File: config.mk
export PLATFORM = sky130hd
export DESIGN_NAME = dci_daisy_chain
export DESIGN_NICKNAME = d
export VERILOG_FILES = /design/src/include/dci_pkg.sv /design/src/dci_daisy_chain.sv /design/src/dci_sync.sv
export SDC_FILE = /design/constraint.sdc
export NUM_CORES = 1
export LEC_CHECK = 0
export BUFFER_PORTS_ARGS = -buffer_cell sky130_fd_sc_hd__buf_2
export CORE_ASPECT_RATIO = 1.5
export CORE_MARGIN = 4
export CORE_UTILIZATION = 49
export CTS_BUF_LIST = sky130_fd_sc_hd__clkbuf_8
export DETAILED_ROUTE_END_ITERATION = 7
export GPL_TIMING_DRIVEN = 0
export PLACE_DENSITY = 0.77
export SKIP_LAST_GASP = 1
export SYNTH_ARGS = -nofsm -noshare
export SYNTH_HDL_FRONTEND = slang
export SYNTH_HIERARCHICAL = 1
export SYNTH_SLANG_ARGS = --single-unit
File: constraint.sdc
create_clock -name i_clk -period 1.95 [get_ports i_clk]
set_clock_uncertainty 0.05 [all_clocks]
set_input_delay 0.195 -clock i_clk [delete_from_list [all_inputs] [get_ports i_clk]]
set_output_delay 0.195 -clock i_clk [all_outputs]
set_load 0.02 [all_outputs]
File: src/include/dci_pkg.sv
// Constants shared by the daisy-chain interrupt logic.
package dci_pkg;
    localparam int unsigned NUM_SRC = 6;
    localparam logic [7:0] OPC_PREFIX = 8'hed;
    localparam logic [7:0] OPC_RETURN = 8'h4d;
    localparam logic [2:0] VEC_IDLE_CODE = 3'h3;
    localparam logic [7:0] VEC_BASE_RST = 8'h00;
    localparam int unsigned SYNC_STAGES = 3;

    typedef enum logic [1:0] {
        DCI_IDLE = 2'b00,
        DCI_PREFIX = 2'b01,
        DCI_WAIT_END = 2'b11
    } dci_fetch_e;
endpackage

File: src/dci_daisy_chain.sv
// Daisy-chain interrupt request, acknowledge and return logic for six sources.
//
// Function
// RULE1: Request by pulling interrupt low; acknowledge is fetch and io strobes low together.
// RULE2: System ties chain enable input of the top chain member permanently high.
// RULE3: With nothing pending or in service, chain output equals chain input.
// RULE4: Anything pending or in service forces chain output low.
// RULE5: Interrupt status is frozen while the fetch strobe is low.
// RULE6: On acknowledge, only a requester with chain input high drives vector, sets in-service.
// RULE7: Processor ends each service routine by fetching the two-byte return opcode.
// RULE8: On return prefix, pending unacknowledged sources stop blocking the chain output.
// RULE9: Second byte matching right after prefix clears in-service where input high, output low.
// RULE10: Six internal sources with priority fixed in hardware.
// RULE11: Nesting allowed; each return clears only the latest acknowledged in-service latch.
// RULE12: Software return command also clears the current in-service latch.
// RULE13: Vector encodes highest pending condition; fixed code when nothing is pending.
// RULE14: Chain output follows chain input combinationally.
`timescale 1ns/100ps
module dci_daisy_chain
    import dci_pkg::*;
#(
    parameter int unsigned N_SRC = NUM_SRC
) (
    input wire logic i_clk,
    input wire logic i_resetn,
    input wire logic [N_SRC-1:0] i_src_req,
    input wire logic [7:0] i_vector_base,
    input wire logic i_status_affects_vector,
    input wire logic i_sw_return,
    input wire logic i_chain_enable_in,
    input wire logic i_fetch_cycle_n,
    input wire logic i_io_request_n,
    input wire logic [7:0] i_data,
    output logic o_chain_enable_out,
    output logic o_int_n,
    output logic [7:0] o_data,
    output logic o_data_oe,
    output logic [N_SRC-1:0] o_in_service
);
    // Source 0 is the highest priority; the order never changes.
    logic fetch_n_s;
    logic io_request_n_n_s;
    logic fetch_n_prev_q;
    logic fetch_n_prev_d;
    logic [N_SRC-1:0] pend_q;
    logic [N_SRC-1:0] pend_d;
    logic [N_SRC-1:0] ius_q;
    logic [N_SRC-1:0] ius_d;
    logic [N_SRC-1:0] req_pend_mask;
    logic [N_SRC-1:0] pend_blocked;
    logic [N_SRC-1:0] grant;
    logic [N_SRC-1:0] top_pend;
    logic [N_SRC-1:0] top_ius;
    logic any_pend;
    logic any_ius;
    logic ack_cycle;
    logic ack_edge;
    logic ack_done_q;
    logic ack_done_d;
    logic ack_win;
    logic fetch_fall;
    logic [7:0] fetched_byte;
    dci_fetch_e fst_q;
    dci_fetch_e fst_d;
    logic ret_hit;
    logic [7:0] vec_out;
    logic [7:0] data_q;
    logic [7:0] data_d;
    logic oe_q;
    logic oe_d;
    logic [7:0] fetch_bus_q;
    logic [7:0] fetch_bus_d;
    logic op_fetch_q;
    logic op_fetch_d;
    logic fetch_rise;
    logic ret_clear;
    logic chain_block;
    logic [2:0] top_idx;

    dci_sync #(.RST_VAL(1'b1)) u_sync_fetch (
        .i_clk(i_clk),
        .i_resetn(i_resetn),
        .i_pin(i_fetch_cycle_n),
        .o_level(fetch_n_s)
    );

    dci_sync #(.RST_VAL(1'b1)) u_sync_io_request_n (
        .i_clk(i_clk),
        .i_resetn(i_resetn),
        .i_pin(i_io_request_n),
        .o_level(io_request_n_n_s)
    );

    // Priority picks: first set bit from source 0.
    always_comb begin
        top_pend = '0;
        for (int i = N_SRC - 1; i >= 0; i--) begin
            if (pend_q[i]) begin
                top_pend = '0;
                top_pend[i] = 1'b1;
            end
        end
    end

    // The most recently acknowledged latch is always the highest one set, as nesting
    // only lets a higher source in.
    always_comb begin
        top_ius = '0;
        for (int i = N_SRC - 1; i >= 0; i--) begin
            if (ius_q[i]) begin
                top_ius = '0;
                top_ius[i] = 1'b1;
            end
        end
    end

    // A pending source only requests when no equal or higher one is in service.
    always_comb begin
        req_pend_mask = '0;
        for (int i = 0; i < N_SRC; i++) begin
            req_pend_mask[i] = pend_q[i] && ((ius_q & ((N_SRC'(1) << (i + 1)) - N_SRC'(1))) == '0);
        end
    end

    assign any_pend = |req_pend_mask;
    assign any_ius = |ius_q;

    // RULE8: after the return prefix, only in-service latches block the chain.
    // The opening lasts through the fetch that follows the prefix, until its byte is decoded.
    assign pend_blocked = (fst_q != DCI_IDLE) ? '0 : req_pend_mask;
    assign chain_block = any_ius || (|pend_blocked); // RULE4

    // The chain output is pure logic from the pin so ripple needs no clock.
    always_comb begin
        o_chain_enable_out = i_chain_enable_in && !chain_block; // RULE3 RULE4 RULE14
    end

    // RULE1: request low while a source may be acknowledged.
    assign o_int_n = !any_pend;

    assign ack_cycle = !fetch_n_s && !io_request_n_n_s; // RULE1
    assign ack_edge = ack_cycle && !ack_done_q;
    assign ack_win = ack_edge && i_chain_enable_in && any_pend; // RULE6
    assign grant = ack_win ? (top_pend & req_pend_mask) : '0;

    assign fetch_fall = fetch_n_prev_q && !fetch_n_s;
    assign fetch_rise = !fetch_n_prev_q && fetch_n_s;
    // An opcode fetch is a fetch strobe without io request; the byte is sampled at its start.
    assign fetched_byte = fetch_bus_q;

    always_comb begin
        fst_d = fst_q;
        ret_hit = 1'b0;
        if (fetch_fall && io_request_n_n_s) begin
            unique case (fst_q)
                DCI_IDLE: begin
                    fst_d = DCI_IDLE;
                end
                DCI_PREFIX: begin
                    // Only the fetch right after the prefix may carry the return byte.
                    fst_d = DCI_WAIT_END;
                end
                DCI_WAIT_END: begin
                    fst_d = DCI_IDLE;
                end
                default: begin
                    fst_d = DCI_IDLE;
                end
            endcase
        end
        if (fetch_rise && op_fetch_q) begin
            // End of an opcode fetch: the byte captured at its start is decoded now.
            if (fst_q == DCI_WAIT_END && fetched_byte == OPC_RETURN) begin
                ret_hit = 1'b1; // RULE9
                fst_d = DCI_IDLE;
            end else if (fetched_byte == OPC_PREFIX) begin
                fst_d = DCI_PREFIX; // RULE8
            end else begin
                fst_d = DCI_IDLE;
            end
        end
    end

    // RULE13: vector carries the top requester, or a fixed idle code.
    // Index of the top requester; the idle code stands when nothing requests.
    always_comb begin
        top_idx = VEC_IDLE_CODE;
        for (int i = N_SRC - 1; i >= 0; i--) begin
            if (req_pend_mask[i]) begin
                top_idx = 3'(i);
            end
        end
    end

    always_comb begin
        vec_out = i_vector_base;
        if (i_status_affects_vector) begin
            vec_out[3:1] = top_idx;
        end
    end

    // A fetched return clears a latch only in the member whose input is high and output low.
    assign ret_clear = (ret_hit && i_chain_enable_in) || i_sw_return; // RULE9 RULE12

    // Fetch watcher: strobe history, the captured opcode byte and whether it was a fetch.
    always_comb begin
        fetch_n_prev_d = fetch_n_s;
        fetch_bus_d = fetch_bus_q;
        op_fetch_d = op_fetch_q;
        if (fetch_fall) begin
            // The pin has been low for at least four cycles here, so the byte has settled.
            fetch_bus_d = i_data;
            op_fetch_d = io_request_n_n_s;
        end else if (!fetch_n_s) begin
            // An io request anywhere in the cycle turns it into an acknowledge.
            op_fetch_d = op_fetch_q && io_request_n_n_s;
        end
    end

    always_ff @(posedge i_clk or negedge i_resetn) begin
        if (!i_resetn) begin
            fetch_n_prev_q <= 1'b1;
            fetch_bus_q <= VEC_BASE_RST;
            op_fetch_q <= 1'b0;
            fst_q <= DCI_IDLE;
        end else begin
            fetch_n_prev_q <= fetch_n_prev_d;
            fetch_bus_q <= fetch_bus_d;
            op_fetch_q <= op_fetch_d;
            fst_q <= fst_d;
        end
    end

    // Acknowledge: the vector loads once per cycle and stands until a strobe returns high.
    always_comb begin
        ack_done_d = ack_cycle ? (ack_done_q || ack_edge) : 1'b0;
        oe_d = ack_cycle && (oe_q || ack_win);
        data_d = data_q;
        if (ack_win) begin
            data_d = vec_out; // RULE6
        end
    end

    always_ff @(posedge i_clk or negedge i_resetn) begin
        if (!i_resetn) begin
            ack_done_q <= 1'b0;
            data_q <= VEC_BASE_RST;
            oe_q <= 1'b0;
        end else begin
            ack_done_q <= ack_done_d;
            data_q <= data_d;
            oe_q <= oe_d;
        end
    end

    // Status: pending copies follow the sources only while the fetch strobe is high.
    always_comb begin
        pend_d = pend_q;
        ius_d = ius_q;
        if (fetch_n_s) begin
            pend_d = i_src_req; // RULE5
        end
        if (ack_win) begin
            ius_d = ius_q | grant; // RULE6 RULE10
            pend_d = pend_q & ~grant;
        end
        if (ret_clear) begin
            // A latch granted in this cycle is not in top_ius, so its set wins.
            ius_d = ius_d & ~top_ius; // RULE9 RULE11 RULE12
        end
    end

    always_ff @(posedge i_clk or negedge i_resetn) begin
        if (!i_resetn) begin
            pend_q <= '0;
            ius_q <= '0;
        end else begin
            pend_q <= pend_d;
            ius_q <= ius_d;
        end
    end

    assign o_data = data_q;
    assign o_data_oe = oe_q;
    assign o_in_service = ius_q;
endmodule

File: src/dci_sync.sv
// Three-stage pin synchroniser; a change counts once stages two and three agree.
`timescale 1ns/100ps
module dci_sync #(
    parameter logic RST_VAL = 1'b1
) (
    input wire logic i_clk,
    input wire logic i_resetn,
    input wire logic i_pin,
    output logic o_level
);
    logic [2:0] stage_q;
    logic [2:0] stage_d;
    logic level_q;
    logic level_d;

    always_comb begin
        stage_d = {stage_q[1:0], i_pin};
        level_d = (stage_q[2] == stage_q[1]) ? stage_q[1] : level_q;
    end

    always_ff @(posedge i_clk or negedge i_resetn) begin
        if (!i_resetn) begin
            stage_q <= {3{RST_VAL}};
            level_q <= RST_VAL;
        end else begin
            stage_q <= stage_d;
            level_q <= level_d;
        end
    end

    assign o_level = level_q;
endmodule

; Word-level counts from Yosys, hierarchy flattened
; Index checks and enable logic that the tools add are counted.
[op_classes]
n_addsub = 0
mul = 0
div_mod_pow = 0
magnitude_cmp = 0
n_eq_ne = 7
n_shift = 0
muxes = 35
n_bitwise = 6
n_reduce_logical = 41
[op_table]
columns = operator, n
row1 = two-way mux 6 bit, 18
row2 = zero test 6 bit, 6
row3 = two-way mux 3 bit, 7
row4 = logical AND 1 bit, 19
row5 = AND 6 bit, 3
row6 = OR reduction 6 bit, 3
row7 = NOT 6 bit, 2
row8 = "equality test 8 x 7 -> 1 bit, second input constant", 1
row9 = "equality test 8 bit, second input constant", 1
row10 = two-way mux 1 bit, 7
row11 = zero test 1 bit, 6
row12 = two-way mux 2 bit, 3
row13 = OR 6 bit, 1
row14 = nonzero test 2 bit, 3
row15 = logical OR 1 bit, 4
row16 = equality test 1 bit, 2
row17 = "equality test 2 x 1 -> 1 bit, second input constant", 1
row18 = "equality test 2 bit, second input constant", 1
row19 = "!= test 2 bit, second input constant", 1
[totals]
register_bits = 42
latchBits = 0
ramBits = 0
mem_bits_ro = 0
input_bits = 29
out_inout_bits = 17
elab_cells = 102
mem_count = 0

; Depth between registers and ports, before layout
; Gate-level depths: netlist of the first run.
[depth]
word_depth = 12
mapped_depth = 6
mapped_depth_nobuf = 4

; Modules after synthesis
; The synthesis of the first run kept the hierarchy.
[by_module_without_submodules]
columns = module, instances, cells_each, area_each_um2, seq_area_each_um2
row1 = dci_daisy_chain, 1, 147, 1654.1, 852.1
row2 = dci_sync, 2, 5, 116.4, 105.1

; Least setup slack after synthesis of the first run
; Ideal clock, no wire load.
[synth_timing]
kind = reg2reg
start = register ius_q[0], in the netlist o_in_service[0]
end = register data_q[5], in the netlist o_data[5]
setup_time_ps = 127
t_arrival_ps = 1732
required_time_ps = 1773
path_slack_ps = 41
stages_incl_launch_ff = 7
path_buffers = 2
synth_period_minus_slack_ps = 1909
cell_sequence = dfrtp_1 buf_2 nor3_2 o21ai_0 a31oi_4 buf_6 mux2_1
[synth_via]
elab_chain_cells = 4
word_cells_on_any_way = 14
cone_classes = reduce/logical (14)
[synth_rtl]
columns = element, line
row1 = start: declaration, dci_daisy_chain.sv:47  ; logic [N_SRC-1:0] ius_q;
row2 = start signal: assignment, dci_daisy_chain.sv:279  ; ius_q <= ius_d;
row3 = zero test 6 bit, dci_daisy_chain.sv:121  ; req_pend_mask[i] = pend_q[i] && ((ius_q & ((N_SRC'(1) << (i + 1)) - N_SRC'(1))) == '0);
row4 = logical AND 1 bit, dci_daisy_chain.sv:121
row5 = OR reduction 6 bit (*), dci_daisy_chain.sv:125  ; assign any_pend = |req_pend_mask;
row6 = logical AND 1 bit (*), dci_daisy_chain.sv:143  ; assign ack_win = ack_edge && i_chain_enable_in && any_pend;
row7 = end signal: assignment, dci_daisy_chain.sv:251  ; data_q <= data_d;
row8 = end: declaration, dci_daisy_chain.sv:67  ; logic [7:0] data_q;
; Mark *: on every way between the ends. The rest lies on a longest branch, timed or not.
; A chain may end at the register's enable or synchronous reset.

; Final worst setup path of the first run
[layout_timing]
start = register ius_q[0], in the netlist o_in_service[0]
end = output o_chain_enable_out
[layout_via]
elab_chain_cells = 7
word_cells_on_any_way = 18
cone_classes = mux (1) / reduce/logical (17)
[layout_rtl]
columns = element, line
row1 = zero test 6 bit, dci_daisy_chain.sv:121
row2 = logical AND 1 bit, dci_daisy_chain.sv:121
row3 = two-way mux 6 bit, dci_daisy_chain.sv:130  ; assign pend_blocked = (fst_q != DCI_IDLE) ? '0 : req_pend_mask;
row4 = OR reduction 6 bit, dci_daisy_chain.sv:131  ; assign chain_block = any_ius || (|pend_blocked);
row5 = logical OR 1 bit (*), dci_daisy_chain.sv:131
row6 = zero test 1 bit (*), dci_daisy_chain.sv:135  ; o_chain_enable_out = i_chain_enable_in && !chain_block;
row7 = logical AND 1 bit (*), dci_daisy_chain.sv:135
row8 = end: declaration, dci_daisy_chain.sv:34  ; output logic o_chain_enable_out,
; Marked as above.

==> impl_metrics.ini, run 1 <==
[global_routing]
grt_pass1_vias = 1607
antenna_found_initial = 0
grt_usage_pct = 19.3
overflow = 0
grt_first_pass_wirelength_mm = 7.31
grt_max_degree = 43

[setup_path]
cp-end-kind = output port
critPathSlowestCell = dfrtp_1
path_cells = buf_6, nor2_4, o211ai_1, and3_1, o31a_1, buf_6
reg2reg_slack_ps = -30
critPathMaxFanout = 7
crit_top_cell = buf_6
critPathArrivalTime_ps = 1790
startpoint_type = flop
rr_endpoint = o_data[1]
r2r-start = o_in_service[0]
slowest_delay_ps = 400
critPathRequiredTime_ps = 1700
reg2reg_depth = 6
critical_path_class = flop to output port

[synth]
async_flop_share_pct = 100
synth_edf_count = 0
yosys.area.top_type = dfrtp_1
synth_flop_cell = dfrtp_1
syn-num-nets = 186
synthCells = 157
ys_top_cells_by_area = dfrtp_1 44%, dfstp_2 13%, mux2_2 7.8%
yosysUniqueCellTypes = 45
syn_area_per_cell_sq_um = 12.0
netlist_area_sq_mm = 0.00189
synth_seq_cells = 42
ys_seq_area_share_pct = 56.3
synth_top_area_share_pct = 43.8
ys_warn_count = 6

[routing]
antenna_left = 0
vias = 1550
drc = 0
first_pass_iters = 4
drt_iter0_drc = 97
avgViaCountPerCell = 5.78
wire_per_inst_um = 17.0
routed_wl_mm = 4.57

[floorplanning]
core_sq_mm = 0.00368
dieHeight_um = 84
die_w_um = 58.7
start_util_pct = 51.2
fp.dieArea_sq_mm = 0.00493
core.rowCount = 27
boundaryPins = 46

[clocking]
clock_tree.root_cell = clkbuf_8
clkTransAtPathRegs_ps = 80
cts_tree = yes
cts_max_path_buffers = 2
numClockSinks = 42
clk_latency_ps = 290
cts_buffers = 5
h-tree-depth = 2

[timing]
rsz0062_at_grt = true
setup_ws_ps = -81.7
maxSlewViolCount = 0
whs_ps = -26.5
tightest_slew_ps = 903
setup-tns-final_ps = -110
fin_crit_sh_pct = 104
slew_headroom_pct = 39.8
max_freq_mhz = 492
final-hold-violation-count = 33
finalSetupViolations = 2
period_needed_ps = 2030

[cells_and_area]
final_cell_mix = 43 x buf_2, 30 x dfrtp_1, 13 x mux2_2, 13 x buf_4
fillers = 283
num_antenna_cells = 0
syn_to_final_growth_pct = 28.7
nNetsFinal = 253
final_common_cell = buf_2
drive_gt1_share_pct = 45.3

[power_and_ir_drop]
worst_ir_drop_vdd_mv = 0.787
p_leak_uw = 0.00114
powerDensity_mw_per_mm2 = 994
total_power_uw = 2410

[min_path]
hp-class = input port to asynchronous set/reset pin

[run]
maxCapViolations = 0

[placement]
routabilityCongestion = 0.892
post-dp-hpwl_mm = 3.13
io_buffers = 45

[outcome]
status = finished with violations
violations = negative hold slack, negative setup slack
[where the power goes]
part	switching [uW]	leakage, uW	internal (uW)	total [uW]
combinational	367	0.000595	318	685
sequential	107	0.000502	1040	1150
clock	300	0.0000472	285	584
[kinds of logic (layout without fill, tap and decap cells)]
kind of cell,Yosys count,after routing,synth area share (%)
DFF,42,42,56.3
and+or+nand+nor,49,49,15.7
adders and majority gates,2,2,1.19
buffers and inverters,13,81,3.05
muxes,18,18,10.5
AOI/OAI and AO/OA,33,33,13.2
[repair_timing]
action                                 CTS  global route
resized for setup                       12             4
endpoints found under the hold margin    2             0
pin swaps                                5             1
hold buffers                             2             0
buffers inserted                         6             8
setup endpoints to repair                4             4
[cell type report]
type | instances | area [sq um] | area share [%]
tap | 43 | 53.8 | 2.22
multi-input combinational | 102 | 795 | 32.7
clock inverter | 2 | 12.5 | 0.515
clock buffer | 6 | 82.6 | 3.40
sequential | 42 | 1070 | 43.9
buffer | 4 | 30.0 | 1.24
inverter | 9 | 33.8 | 1.39
timing repair buffer | 60 | 355 | 14.6
[cell usage after synthesis (all sizes together), types with 2 or more instances]
| cell | instances |
|---|---|
| dfrtp | 33 |
| mux2 | 15 |
| dfstp | 9 |
| inv | 9 |
| nor2b | 8 |
| nor2 | 7 |
| o21ai | 6 |
| a21oi | 5 |
| nand2 | 5 |
| nand2b | 5 |
| nand3 | 5 |
| nor3 | 4 |
| a22o | 3 |
| buf | 3 |
| mux2i | 3 |
| nand4 | 3 |
| a21boi | 2 |
| a21o | 2 |
| a31oi | 2 |
| and3 | 2 |
| and4b | 2 |
| maj3 | 2 |
| nor3b | 2 |
| o2bb2ai | 2 |
| o31ai | 2 |
| or3 | 2 |
| or4b | 2 |
[state kept, by name (all words and copies together) (netlist names)]
name,flops
u_sync_io_request_n/o_level,1
u_sync_fetch/stage_q,3
ack_done_q,1
op_fetch_q,1
o_data,8
o_in_service,6
o_data_oe,1
u_sync_io_request_n/stage_q,3
u_sync_fetch/o_level,1
fetch_n_prev_q,1
fetch_bus_q,8
pend_q,6
fst_q,2
[worst max path at each step]
stage / cells after the start / to / startpoint / slack, ps
global placement: 6 / o_data[5] / o_in_service[0] / -40
detailed placement: 6 / o_data[5] / o_in_service[0] / -100
finish: 6 / o_chain_enable_out / o_in_service[0] / -80
floorplan: 6 / o_data[5] / o_in_service[0] / 40
CTS: 6 / o_chain_enable_out / o_in_service[0] / -80
global route: 5 / o_chain_enable_out / o_in_service[4] / -150
[per-layer routing]
| layer | track usage (%) | up-vias | wire, um |
|---|---|---|---|
| li1 | - | 709 | - |
| met1 | 21.9 | 761 | 1680 |
| met2 | 31.8 | 65 | 2450 |
| met3 | 5.26 | 15 | 295 |
| met4 | 10.5 | 0 | 140 |
| met5 | 0 | - | 0 |
[metrics by stage]
| stage | std cells | instance area [sq um] | utilization (%) | setup slack, ps | hold WS [ps] |
|---|---|---|---|---|---|
| detailed placement | 245 | 2170 | 58.8 | -98.6 | 252 |
| floorplan | 157 | 1890 | - | 40.9 | -151 |
| global placement | 245 | 2170 | 58.8 | -39.3 | 250 |
| finish | 268 | 2430 | 66.0 | -81.7 | -26.5 |
| global route | 268 | 2430 | 66.0 | -154 | 42.4 |
| CTS | 261 | 2360 | 64.2 | -76.1 | 1.51 |
[critical path: cells and delay by family (launching register included)]
family | cells | cell delay (ps)
AND/OR/NAND/NOR | 2 | 360
buffers and inverters | 2 | 280
flip-flops | 1 | 400
AO/OA/AOI/OAI | 2 | 460
Power figures use the tool's default switching activity.
==> run 2, diff against run 1 <==
ABC_AREA = 1   (was unset)
CORE_UTILIZATION = 50   (was 49)
PLACE_DENSITY = 0.78   (was 0.77)
==> run 2 against run 1 <==
The run now ends clean; sequential share of layout area grew 1.1 points; via count grew 5.8%; critical endpoint unchanged; setup slack gained 140 ps; power grew 21%; clock-buffer cell count is the same; register-to-register slack gained 280 ps; non-clock buffer count shrank 12.
==> impl_metrics.ini, run 2 <==
[power_and_ir_drop]
powerDensity_mw_per_mm2 = 1230
total_power_uw = 2910
worst_ir_drop_vdd_mv = 0.743
p_leak_uw = 0.00128

[placement]
post-dp-hpwl_mm = 2.96
routabilityCongestion = 0.779
io_buffers = 45
pre_cts_slack_ps = 152
place_area_sq_mm = 0.00222

[routing]
drc = 0
first_pass_iters = 4
routed_wl_mm = 3.94
antenna_left = 0
drt_iter0_drc = 31
wire_per_inst_um = 11.7
vias = 1640
avgViaCountPerCell = 4.87

[floorplanning]
start_util_pct = 52.3
dieHeight_um = 84.4
fp.dieArea_sq_mm = 0.00497
die_w_um = 58.9
boundaryPins = 46
core_sq_mm = 0.00372
core.rowCount = 27

[timing]
maxSlewViolCount = 0
period_needed_ps = 1890
slew_headroom_pct = 40.5
setup_ws_ps = 61.4
max_freq_mhz = 529
fin_crit_sh_pct = 96.9
rsz0062_at_grt = true
whs_ps = 36.3
final-hold-violation-count = 0
tightest_slew_ps = 893
setup-tns-final_ps = 0
finalSetupViolations = 0

[cells_and_area]
nNetsFinal = 322
design_area_sq_mm = 0.00236
num_antenna_cells = 0
multi_input_area_sq_um = 754
fillers = 356
syn_to_final_growth_pct = 21.6
final_cell_mix = 81 x nand2_1, 46 x buf_2, 32 x dfrtp_1
final_common_cell = nand2_1
regArea_sq_mm = 0.00106
drive_gt1_share_pct = 27.2

[synth]
netlist_area_sq_mm = 0.00194
syn-num-nets = 265
synth_fa_ha_area_share_pct = 0
async_flop_share_pct = 100
syn_area_per_cell_sq_um = 8.24
synthTopCellsByCount = 81 x nand2_1, 33 x dfrtp_1, 30 x inv_1
synth-simple-area-share_pct = 33.1
synth_compound_area_share_pct = 5.08
yosysMostFrequentCell = nand2_1
ys_top_cells_by_area = dfrtp_1 42%, nand2_1 16%, dfstp_2 12%
yosys.area.top_type = dfrtp_1
synth_top_family_by_area = simple AND/OR/NAND/NOR gates
ys_seq_area_share_pct = 54.6
synth_mux_area_share_pct = 0
synth_top_area_share_pct = 42.5
yosysUniqueCellTypes = 25
synth_seq_cells = 42
synth_xor_area_share_pct = 0
synth_edf_count = 0
ys_warn_count = 6
synthCells = 236
synth_flop_cell = dfrtp_1

[setup_path]
critPathRequiredTime_ps = 1700
critPathMaxFanout = 8
cp-end-kind = output port
critPathArrivalTime_ps = 1640
startpoint_type = flop
critical_path_class = flop to output port

[clocking]
h-tree-depth = 2
cts_max_path_buffers = 2
clock_tree.root_cell = clkbuf_8
cts_buffers = 5
cts_tree = yes
clkTransAtPathRegs_ps = 80
clk_latency_ps = 300
numClockSinks = 42

[global_routing]
antenna_found_initial = 0
grt_first_pass_wirelength_mm = 6.69
grt_pass1_vias = 1630
overflow = 0
grt_max_degree = 43
grt_usage_pct = 17.3

[min_path]
hp-class = input port to flop

[run]
maxCapViolations = 0

[outcome]
status = finished clean
-- run 2: changes by cell type after synthesis, sizes merged, moves of 5 or more --
cell | before | now
inv | 9 | 31
nand3 | 5 | 21
nor2 | 7 | 25
nand2 | 5 | 85
nand2b | 5 | 0
a21oi | 5 | 12
nor2b | 8 | 0
mux2 | 15 | 0
-- run 2: final cells by class --
cell class | instances | share of cell area, %
Timing Repair Buffer | 49 | 11.1
Clock inverter | 2 | 0.370
Inverter | 31 | 5.03
Clock buffer | 6 | 3.49
Multi-Input combinational cell | 161 | 31.9
Tap cell | 43 | 2.28
Sequential cell | 42 | 45.0
Buffer | 3 | 0.847
-- run 2: worst max-delay path, stage by stage (launching register included) --
cell and delay, ps:
dfrtp_1 420, inv_1 120, nor2_1 70, inv_1 90
nand2_1 60, nor2_2 150, nand2_4 110, a31oi_1 150
buf_2 190
-- run 2: logic make-up (layout without fill, tap and decap cells) --
group / after synthesis / in the layout
buffers and inverters: 34 / 91
AND/OR/NAND/NOR: 142 / 143
flip-flops: 42 / 42
AO/OA/AOI/OAI: 18 / 18
-- run 2: worst paths after layout --
| check | start | to | slack [ps] | depth (start not counted) |
|---|---|---|---|---|
| worst min register to register | u_sync_io_request_n/stage_q[0] | u_sync_io_request_n/stage_q[1] | 310 | 0 |
| max in group asynchronous | i_resetn | o_in_service[0] | 740 | 2 |
| min in group asynchronous | i_resetn | o_in_service[4] | 500 | 2 |
| worst max-delay path | pend_q[0] | o_chain_enable_out | 60 | 8 |
| worst max register to register | u_sync_fetch/o_level | o_in_service[4] | 250 | 7 |
| worst min-delay path | i_vector_base[6] | o_data[6] | 40 | 3 |
-- run 2: through the flow --
stage,instances,util [%]
2_1_floorplan,236,-
3_3_place_gp,324,59.8
3_5_place_dp,324,59.8
4_1_cts,335,63.1
5_1_grt,337,63.6
6_report,337,63.6
-- run 2: routing by layer --
| layer | track usage (%) | vias up | part of all wire [%] |
|---|---|---|---|
| met2 | 30.2 | 33 | 53 |
| li1 | - | 851 | - |
| met4 | 9.90 | 0 | 3.6 |
| met1 | 18.3 | 743 | 40 |
| met3 | 4.00 | 13 | 3.8 |
| met5 | 0 | - | 0 |
-- run 2: where the power goes --
part,total [uW],leakage (uW),internal (uW),switching [uW]
Combinational,1100,0.000718,381,717
Sequential,1240,0.000513,1080,158
Clock,575,0.0000524,280,295
Total,2910,0.00128,1740,1170
-- run 2: what timing repair did --
| item | in CTS | in global routing |
|---|---|---|
| hold buffers | 3 | 0 |
| setup buffers | 0 | 1 |
| resized for setup | 0 | 2 |
| hold endpoints to repair | 3 | 0 |
| endpoints found under the setup margin | 0 | 6 |
